## src/hdl/cfa_pkg.sv

```systemverilog
// Constants and types for the flag and operand-alignment datapath
package cfa_pkg;
  localparam int CFA_CCR_W = 8;
  localparam int CFA_BIT_C = 0;
  localparam int CFA_BIT_V = 1;
  localparam int CFA_BIT_Z = 2;
  localparam int CFA_BIT_N = 3;
  localparam int CFA_BIT_H = 5;
  localparam int CFA_BIT_I = 7;
  localparam int CFA_HC_B = 3;
  localparam int CFA_HC_W = 11;
  localparam int CFA_HC_L = 27;
  localparam int CFA_NIB_W = 4;
  localparam int CFA_BIDX_W = 3;
  localparam int CFA_ADDR_W = 24;
  localparam logic [7:0] CFA_NIB_LIMIT = 8'h09;
  localparam logic [7:0] CFA_DEC_ADJ_LO = 8'h06;
  localparam logic [7:0] CFA_DEC_ADJ_HI = 8'h60;

  typedef enum logic [1:0] {
    CFA_SZ_BYTE = 2'h0,
    CFA_SZ_WORD = 2'h1,
    CFA_SZ_LONG = 2'h2
  } cfa_size_t;

  typedef enum logic [3:0] {
    CFA_OP_NONE = 4'h0,
    CFA_OP_ADD = 4'h1,
    CFA_OP_ADDX = 4'h2,
    CFA_OP_SUB = 4'h3,
    CFA_OP_SUBX = 4'h4,
    CFA_OP_AND = 4'h5,
    CFA_OP_SHL = 4'h6,
    CFA_OP_SHR = 4'h7,
    CFA_OP_ROTL = 4'h8,
    CFA_OP_ROTR = 4'h9,
    CFA_OP_BLD = 4'hA,
    CFA_OP_BST = 4'hB,
    CFA_OP_BAND = 4'hC,
    CFA_OP_DAA = 4'hD,
    CFA_OP_DAS = 4'hE,
    CFA_OP_LDC = 4'hF
  } cfa_op_t;
endpackage

```

## src/hdl/cfa_flags.sv

```systemverilog
// Condition-flag generation datapath with registered flags and result
// Functional notes
// - Zero flag set for all-zero result, cleared otherwise.
// - Overflow flag set on signed arithmetic overflow, else cleared.
// - Carry flag takes carry out of the MSB on additions.
// - Carry flag set on borrow for subtractions, cleared otherwise.
// - Carry flag takes bit shifted or rotated out.
// - Carry flag is the accumulator for single-bit operations.
// - Operands are bits, BCD digits, bytes, words and longwords.
// - Bit operations pick bit 0..7 of a byte only.
// - Decimal adjust sees a byte as two packed BCD digits.
// - Odd word or longword address has bit 0 forced to zero.
// - Odd-addressed word or longword access raises no error.
// - Instruction fetches are aligned the same way.
// - Half carry from bit 3, 11 or 27 by size.
// - Negative flag copies the result's MSB.
// - Reset sets interrupt mask bit; other flags stay undefined.
// - Flags not affected by an operation keep their value.
`timescale 1ns/100ps
`default_nettype none
module cfa_flags
  import cfa_pkg::*;
#(
  parameter int ADDR_W = CFA_ADDR_W
) (
  // Clock and reset
  input wire logic clk_in,
  input wire logic resetn_in,
  // Operation
  input wire logic op_valid_in,
  input wire cfa_op_t op_in,
  input wire cfa_size_t size_in,
  input wire logic [31:0] opa_in,
  input wire logic [31:0] opb_in,
  input wire logic [CFA_BIDX_W-1:0] bit_idx_in,
  input wire logic [CFA_CCR_W-1:0] ccr_wdata_in,
  // Memory address alignment
  input wire logic [ADDR_W-1:0] mem_addr_in,
  input wire cfa_size_t mem_size_in,
  input wire logic mem_fetch_in,
  output logic [ADDR_W-1:0] mem_addr_out,
  // Results
  output logic [31:0] result_out,
  output logic [CFA_CCR_W-1:0] condition_flags_out,
  output logic [31:0] mem_bytes_out
);
  typedef struct packed {
    logic [CFA_CCR_W-1:0] flags;
    logic [31:0] result;
  } cfa_state_t;

  cfa_state_t state_ff;
  cfa_state_t nxt_state;

  function automatic int unsigned msb_of(input cfa_size_t sz);
    unique case (sz)
      CFA_SZ_BYTE: msb_of = 7;
      CFA_SZ_WORD: msb_of = 15;
      default: msb_of = 31;
    endcase
  endfunction

  function automatic logic [31:0] size_mask(input cfa_size_t sz);
    unique case (sz)
      CFA_SZ_BYTE: size_mask = 32'h0000_00FF;
      CFA_SZ_WORD: size_mask = 32'h0000_FFFF;
      default: size_mask = 32'hFFFF_FFFF;
    endcase
  endfunction

  // Half-carry boundary per size
  function automatic int unsigned hc_of(input cfa_size_t sz);
    unique case (sz)
      CFA_SZ_BYTE: hc_of = CFA_HC_B;
      CFA_SZ_WORD: hc_of = CFA_HC_W;
      default: hc_of = CFA_HC_L;
    endcase
  endfunction

  cfa_align #(.ADDR_W(ADDR_W)) u_align (
    .addr_in(mem_addr_in),
    .size_in(mem_size_in),
    .fetch_in(mem_fetch_in),
    .addr_out(mem_addr_out)
  );

  always_comb begin
    logic [32:0] sum;
    logic [31:0] a;
    logic [31:0] b;
    logic [31:0] res;
    logic [31:0] cin_bits;
    logic sub;
    logic cin;
    logic arith;
    logic logic_op;
    logic c_out;
    logic hc;
    int unsigned m;
    logic [7:0] adj;
    sum = '0;
    a = '0;
    b = '0;
    res = '0;
    cin_bits = '0;
    sub = 1'b0;
    cin = 1'b0;
    arith = 1'b0;
    logic_op = 1'b0;
    c_out = 1'b0;
    hc = 1'b0;
    m = msb_of(size_in);
    adj = '0;
    nxt_state = state_ff;
    if (op_valid_in) begin
      a = opa_in & size_mask(size_in);
      b = opb_in & size_mask(size_in);
      unique case (op_in)
        CFA_OP_ADD, CFA_OP_ADDX, CFA_OP_SUB, CFA_OP_SUBX: begin
          sub = (op_in == CFA_OP_SUB) || (op_in == CFA_OP_SUBX);
          cin = ((op_in == CFA_OP_ADDX) || (op_in == CFA_OP_SUBX)) &&
            state_ff.flags[CFA_BIT_C];
          // Subtract as a + ~b + 1 - cin; borrow is inverted carry
          if (sub) begin
            sum = {1'b0, a} + {1'b0, ~b & size_mask(size_in)} + 33'({1'b0, ~cin});
          end else begin
            sum = {1'b0, a} + {1'b0, b} + 33'(cin);
          end
          res = sum[31:0] & size_mask(size_in);
          cin_bits = a ^ (sub ? ~b : b) ^ sum[31:0];
          c_out = sum[m+1] ^ sub;
          hc = cin_bits[hc_of(size_in)+1] ^ sub;
          arith = 1'b1;
          nxt_state.flags[CFA_BIT_C] = c_out;
          nxt_state.flags[CFA_BIT_H] = hc;
          // Same-sign inputs giving other-sign result
          nxt_state.flags[CFA_BIT_V] = (a[m] == (sub ? ~b[m] : b[m])) && (res[m] != a[m]);
        end
        CFA_OP_AND: begin
          res = a & b;
          logic_op = 1'b1;
        end
        CFA_OP_SHL, CFA_OP_ROTL: begin
          res = ((a << 1) | ((op_in == CFA_OP_ROTL) ? 32'(a[m]) : '0)) & size_mask(size_in);
          nxt_state.flags[CFA_BIT_C] = a[m];
          logic_op = 1'b1;
        end
        CFA_OP_SHR, CFA_OP_ROTR: begin
          res = (a >> 1) | ((op_in == CFA_OP_ROTR) ? (32'(a[0]) << m) : '0);
          nxt_state.flags[CFA_BIT_C] = a[0];
          logic_op = 1'b1;
        end
        // Bit operations touch only bit 0..7 of a byte
        CFA_OP_BLD: begin
          res = opa_in;
          nxt_state.flags[CFA_BIT_C] = opa_in[bit_idx_in];
        end
        CFA_OP_BAND: begin
          res = opa_in;
          nxt_state.flags[CFA_BIT_C] = state_ff.flags[CFA_BIT_C] & opa_in[bit_idx_in];
        end
        CFA_OP_BST: begin
          res = opa_in;
          res[bit_idx_in] = state_ff.flags[CFA_BIT_C];
        end
        // Packed BCD digits, adjust from C and H
        CFA_OP_DAA, CFA_OP_DAS: begin
          if (state_ff.flags[CFA_BIT_H] ||
              ({4'h0, opa_in[CFA_NIB_W-1:0]} > CFA_NIB_LIMIT)) begin
            adj = adj | CFA_DEC_ADJ_LO;
          end
          if (state_ff.flags[CFA_BIT_C] ||
              ({4'h0, opa_in[2*CFA_NIB_W-1:CFA_NIB_W]} > CFA_NIB_LIMIT)) begin
            adj = adj | CFA_DEC_ADJ_HI;
          end
          res = {24'h0, (op_in == CFA_OP_DAA) ? opa_in[7:0] + adj : opa_in[7:0] - adj};
          // A high-digit adjust is the decimal carry or borrow
          nxt_state.flags[CFA_BIT_C] = state_ff.flags[CFA_BIT_C] | ((adj & CFA_DEC_ADJ_HI) != '0);
          logic_op = 1'b1;
        end
        CFA_OP_LDC: begin
          nxt_state.flags = ccr_wdata_in;
        end
        CFA_OP_NONE: begin
          // No flag affected
          res = state_ff.result;
        end
      endcase
      if (arith || logic_op) begin
        nxt_state.flags[CFA_BIT_Z] = (res == '0);
        nxt_state.flags[CFA_BIT_N] = res[m];
      end
      if (logic_op) begin
        nxt_state.flags[CFA_BIT_V] = 1'b0;
      end
      nxt_state.result = res;
    end
  end

  // Only the mask bit has a reset value; flags stay as they were
  always_ff @(posedge clk_in or negedge resetn_in) begin
    if (!resetn_in) begin
      state_ff.flags[CFA_BIT_I] <= 1'b1;
    end else begin
      state_ff <= nxt_state;
    end
  end

  assign result_out = state_ff.result;
  assign condition_flags_out = state_ff.flags;
  // Big-endian lane order for memory writes
  always_comb begin
    unique case (size_in)
      CFA_SZ_BYTE: mem_bytes_out = {state_ff.result[7:0], 24'h0};
      CFA_SZ_WORD: mem_bytes_out = {state_ff.result[15:0], 16'h0};
      default: mem_bytes_out = state_ff.result;
    endcase
  end

  flag_zero_a: assert property (@(posedge clk_in) disable iff (!resetn_in)
    op_valid_in && op_in == CFA_OP_AND && ((opa_in & opb_in & size_mask(size_in)) == '0)
    |=> condition_flags_out[CFA_BIT_Z]) else $error("zero flag not set");
  carry_add_a: assert property (@(posedge clk_in) disable iff (!resetn_in)
    op_valid_in && op_in == CFA_OP_ADD && size_in == CFA_SZ_BYTE
    |=> condition_flags_out[CFA_BIT_C] == $past(9'(opa_in[7:0]) + 9'(opb_in[7:0]) > 9'h0FF))
    else $error("add carry wrong");
  borrow_sub_a: assert property (@(posedge clk_in) disable iff (!resetn_in)
    op_valid_in && op_in == CFA_OP_SUB && size_in == CFA_SZ_BYTE
    |=> condition_flags_out[CFA_BIT_C] == $past(opa_in[7:0] < opb_in[7:0]))
    else $error("sub borrow wrong");
  shift_carry_a: assert property (@(posedge clk_in) disable iff (!resetn_in)
    op_valid_in && op_in == CFA_OP_SHR |=> condition_flags_out[CFA_BIT_C] == $past(opa_in[0]))
    else $error("shift carry wrong");
  bit_load_a: assert property (@(posedge clk_in) disable iff (!resetn_in)
    op_valid_in && op_in == CFA_OP_BLD
    |=> condition_flags_out[CFA_BIT_C] == $past(opa_in[bit_idx_in]))
    else $error("bit load wrong");
  // Sign of the true 32-bit sum, not of the registered result
  neg_flag_a: assert property (@(posedge clk_in) disable iff (!resetn_in)
    op_valid_in && op_in == CFA_OP_ADD && size_in == CFA_SZ_LONG
    |=> condition_flags_out[CFA_BIT_N] == $past((opa_in + opb_in) >= 32'h8000_0000))
    else $error("negative flag wrong");
  flags_hold_a: assert property (@(posedge clk_in) disable iff (!resetn_in)
    !op_valid_in |=> $stable(condition_flags_out)) else $error("flags changed idle");
  align_even_a: assert property (@(posedge clk_in) disable iff (!resetn_in)
    (mem_fetch_in || mem_size_in != CFA_SZ_BYTE) |-> !mem_addr_out[0])
    else $error("odd aligned address");
endmodule
`default_nettype wire

```

## src/hdl/cfa_align.sv

```systemverilog
// Word and longword address alignment, also for instruction fetches
`timescale 1ns/100ps
`default_nettype none
module cfa_align
  import cfa_pkg::*;
#(
  parameter int ADDR_W = CFA_ADDR_W
) (
  // Request
  input wire logic [ADDR_W-1:0] addr_in,
  input wire cfa_size_t size_in,
  input wire logic fetch_in,
  // Aligned address, never faults
  output logic [ADDR_W-1:0] addr_out
);
  logic force_even;
  // Byte data accesses keep their odd address
  assign force_even = fetch_in || (size_in != CFA_SZ_BYTE);
  // No error path exists at all
  assign addr_out = {addr_in[ADDR_W-1:1], addr_in[0] & ~force_even};
endmodule
`default_nettype wire

```

## config.mk

```make
export PLATFORM = sky130hd
export DESIGN_NAME = cfa_flags
export DESIGN_NICKNAME = d
export VERILOG_FILES = /design/src/hdl/cfa_pkg.sv /design/src/hdl/cfa_flags.sv /design/src/hdl/cfa_align.sv
export SDC_FILE = /design/constraint.sdc
export NUM_CORES = 1
export LEC_CHECK = 0
export BUFFER_PORTS_ARGS = -buffer_cell sky130_fd_sc_hd__buf_2
export CORE_AREA = 2 2 176 178
export CTS_CLUSTER_DIAMETER = 30
export CTS_CLUSTER_SIZE = 24
export DETAILED_ROUTE_END_ITERATION = 10
export DIE_AREA = 0 0 178 180
export GPL_TIMING_DRIVEN = 0
export SLEW_MARGIN = 20
export SYNTH_ARGS = -nofsm -noshare
export SYNTH_HDL_FRONTEND = slang
export SYNTH_SLANG_ARGS = --single-unit
```

## constraint.sdc

```tcl
create_clock -name clk_in -period 4.55 [get_ports clk_in]
set_input_delay 0.2275 -clock clk_in [delete_from_list [all_inputs] [get_ports clk_in]]
set_output_delay 0.2275 -clock clk_in [all_outputs]
set_load 0.1 [all_outputs]
```

==> reports/results.ini <==
[run_status]
status = completed

[floorplanning]
start_util_pct = 29.6
rows = 64
die_area_um2 = 32000
die_h_um = 180
coreArea_um2 = 30200
io_pins = 207
die_w_um = 178

[synth]
ys_seq_area_share_pct = 13.4
synth_area_um2 = 8940
yosysUniqueCellTypes = 101
synth_enable_flop_cells = 39
synth-async-reset-ratio_pct = 2.50
syn-num-nets = 1369
avgSynthCellArea_um2 = 7.57
ys_seq_elements = 40
ys.warnings.count = 0
syn_inst = 1182
ys.flop_type = edfxtp_1

[placed_design]
dpl-instance-area_um2 = 10400
place_congestion = 0.970
dp_slack_ns = -1.86
port_buffers = 179
post-place-cells = 1757
dp_hpwl_mm = 33.8

[setup_path]
critPathCaptureType = flop
r2r_start = condition_flags_out[0]
crit_fanout = 10
cpPeakStageDelay_ns = 0.50
crit_type = in -> reg
slowest_stage = or4_1
crit_chain = buf_2 -> buf_4 -> clkbuf_4 -> clkbuf_4 -> clkbuf_4 -> clkbuf_4 -> and2_1 -> ha_1 -> a21oi_4 -> o211ai_1 -> a221oi_1 -> nand2b_1 -> a211oi_2 -> or3_1 -> a31o_1 -> a21o_1 -> or4_1 -> o21ba_1 -> a22o_1
r2r_setup_slack_ns = 0.11
worstSetupStartpointType = input pin
reg2regPathDepth = 17
r2r-end = condition_flags_out[2]
required_ns = 4.72
crit_arrival_ns = 4.61
cp_common_cell = clkbuf_4

[detailed_routing]
wire_per_inst_um = 23.8
dr_total_vias = 10800
drc = 0
drt_iter0_drc = 1414
wl_mm = 42.0
antenna_left = 0
first_pass_iters = 7
drt-vias-per-instance = 6.09

[timing]
fin_crit_ns = 4.44
setup_viol_count_final = 0
holdWs_ns = 0.107
tns_ns = 0
finalHoldViolCount = 0
fin_ws_ns = 0.106
slew_viol_final = 0
relSlewSlack_pct = 30.9
min_period_over_period_pct = 97.7
fin_skew_ns = 0.00464
worst_pin_slew_ns = 1.03
max_freq_mhz = 225
rsz0062_at_grt = no

[layout]
antenna_cells = 0
finalInstanceArea_um2 = 10800
area_growth_syn_to_layout_pct = 20.7
final_layout_size_suffix_gt1_share_pct = 23.8
finalNonFillerCells = 1764
final_core_util_pct = 35.7
final_nets = 1554

[power_and_ir_drop]
irDropWorstVdd_mv = 0.137
p_per_area_nw_per_um2 = 238
power_mw = 2.57
leakagePower_nw = 4.66

[clocking]
cts_buffers = 5
insertion_delay_ns = 0.30
htreeDepth = 2
cts_tree = built
cts_sinks = 40
cts_max_path_buffers = 2
root_buffer = clkbuf_16
path_clk_slew_ns = 0.07

[grt]
grt_pass1_vias = 9855
grt_util_all_layers_pct = 25.1
grt_first_pass_wirelength_mm = 61.5
antenna_found_initial = 0
overflow = 0
grt_max_degree = 34

[hold_path]
hold_path_depth = 1
min-delay-start = ccr_wdata_in[6]
hp-class = in -> reg
holdPathEnd = condition_flags_out[6]

[run]
drv_cap = 0

-- critical path: cells and delay by family --
family	cells	cell delay, ns
AOI/OAI and AO/OA	8	1.50
adders and majority gates	1	0.33
and+or+nand+nor	4	1.20
buffers and inverters	6	1.33
-- final cells by class --
class / instances / area, um2
repair buffers: 191 / 991
inverters: 40 / 154
clock inverters: 3 / 42.5
plain buffers: 81 / 515
multi-input cells: 1008 / 7270
flip-flops and latches: 40 / 1200
clock buffers: 5 / 125
fillers: 3217 / 19400
well taps: 396 / 495
-- report_power, final --
group | total, mW | switching (mW) | internal, mW
Combinational | 1.65 | 1.16 | 0.489
Clock | 0.428 | 0.169 | 0.259
Sequential | 0.491 | 0.0441 | 0.447
Total | 2.57 | 1.38 | 1.19
-- Yosys cell counts, types with 8 or more instances --
| library cell | count | area [um2] |
|---|---|---|
| nand4_1 | 17 | 106 |
| xnor2_1 | 34 | 298 |
| nand2b_1 | 15 | 93.8 |
| a221oi_1 | 15 | 131 |
| o31ai_1 | 9 | 67.6 |
| and2_1 | 69 | 432 |
| a21boi_0 | 9 | 67.6 |
| mux2i_1 | 25 | 250 |
| a22oi_1 | 34 | 255 |
| a21oi_1 | 76 | 380 |
| a222oi_1 | 13 | 130 |
| inv_1 | 40 | 150 |
| a211oi_1 | 15 | 113 |
| o221ai_1 | 8 | 70.1 |
| nor3_1 | 20 | 100 |
| edfxtp_1 | 39 | 1170 |
| nand3_1 | 29 | 145 |
| o21a_1 | 10 | 75.1 |
| nor2b_1 | 21 | 131 |
| o21bai_1 | 12 | 90.1 |
| and3_1 | 8 | 50.1 |
| nand2_1 | 98 | 368 |
| a221o_1 | 12 | 120 |
| a22o_1 | 15 | 131 |
| xor2_1 | 27 | 236 |
| nor2_1 | 86 | 323 |
| a21o_1 | 27 | 203 |
| buf_4 | 26 | 195 |
| o21ai_0 | 79 | 395 |
| o22ai_1 | 8 | 50.1 |
| ha_1 | 71 | 888 |
| clkbuf_1 | 49 | 184 |
| o211ai_1 | 10 | 75.1 |
-- metal layers --
metal / track usage, % / wire (um) / vias up
li1: - / - / 4828
met3: 3.60 / 4320 / 106
met2: 37.8 / 17800 / 734
met4: 10.7 / 2020 / 0
met1: 35.5 / 17900 / 5082
met5: 0 / 0 / -
-- registers in the layout (all words and copies together), names as in the netlist --
name / cells
result_out: 32
condition_flags_out: 8
-- logic make-up (layout without fill, tap and decap cells) --
group	Yosys count	in the layout	share of synthesized area, %
flip-flops	40	40	13.4
multiplexers	31	31	3.85
buffers and inverters	134	320	7.68
AND/OR/NAND/NOR	417	417	24.4
adder cells (fa/ha/maj)	76	76	11.1
AO/OA/AOI/OAI	423	423	33.7
XOR/XNOR	61	61	5.97
-- layout by cell type (no fill, tap or decap), drive strengths merged, types with 13 or more instances in the layout --
| cell type | n |
|---|---|
| a211oi | 16 |
| a21o | 28 |
| a21oi | 77 |
| a221o | 15 |
| a221oi | 15 |
| a222oi | 13 |
| a22o | 16 |
| a22oi | 35 |
| and2 | 71 |
| buf | 226 |
| clkbuf | 50 |
| edfxtp | 39 |
| ha | 71 |
| inv | 39 |
| mux2i | 25 |
| nand2 | 98 |
| nand2b | 15 |
| nand3 | 29 |
| nand4 | 17 |
| nor2 | 90 |
| nor2b | 21 |
| nor3 | 21 |
| o21ai | 81 |
| o21bai | 14 |
| xnor2 | 34 |
| xor2 | 27 |
-- what timing repair did --
item                                    CTS  global route
gates resized for setup                  28            35
setup buffers                             5             6
endpoints found under the hold margin     1             0
hold buffers                              1             0
pin swaps                                 6            15
endpoints found under the setup margin   16             5
-- how the worst max path moves through the flow --
stage | cells past startpoint | slack [ns] | endpoint | start
6_report | 19 | 0.11 | condition_flags_out[2] | size_in[1]
5_1_grt | 18 | 0.001 | condition_flags_out[2] | size_in[1]
4_1_cts | 16 | 0.01 | condition_flags_out[2] | condition_flags_out[0]
3_5_place_dp | 18 | -1.86 | condition_flags_out[2] | size_in[1]
3_3_place_gp | 18 | -1.88 | condition_flags_out[2] | size_in[1]
2_1_floorplan | 16 | -0.23 | condition_flags_out[2] | condition_flags_out[0]
No activity file was read; power rests on OpenSTA's default activity.
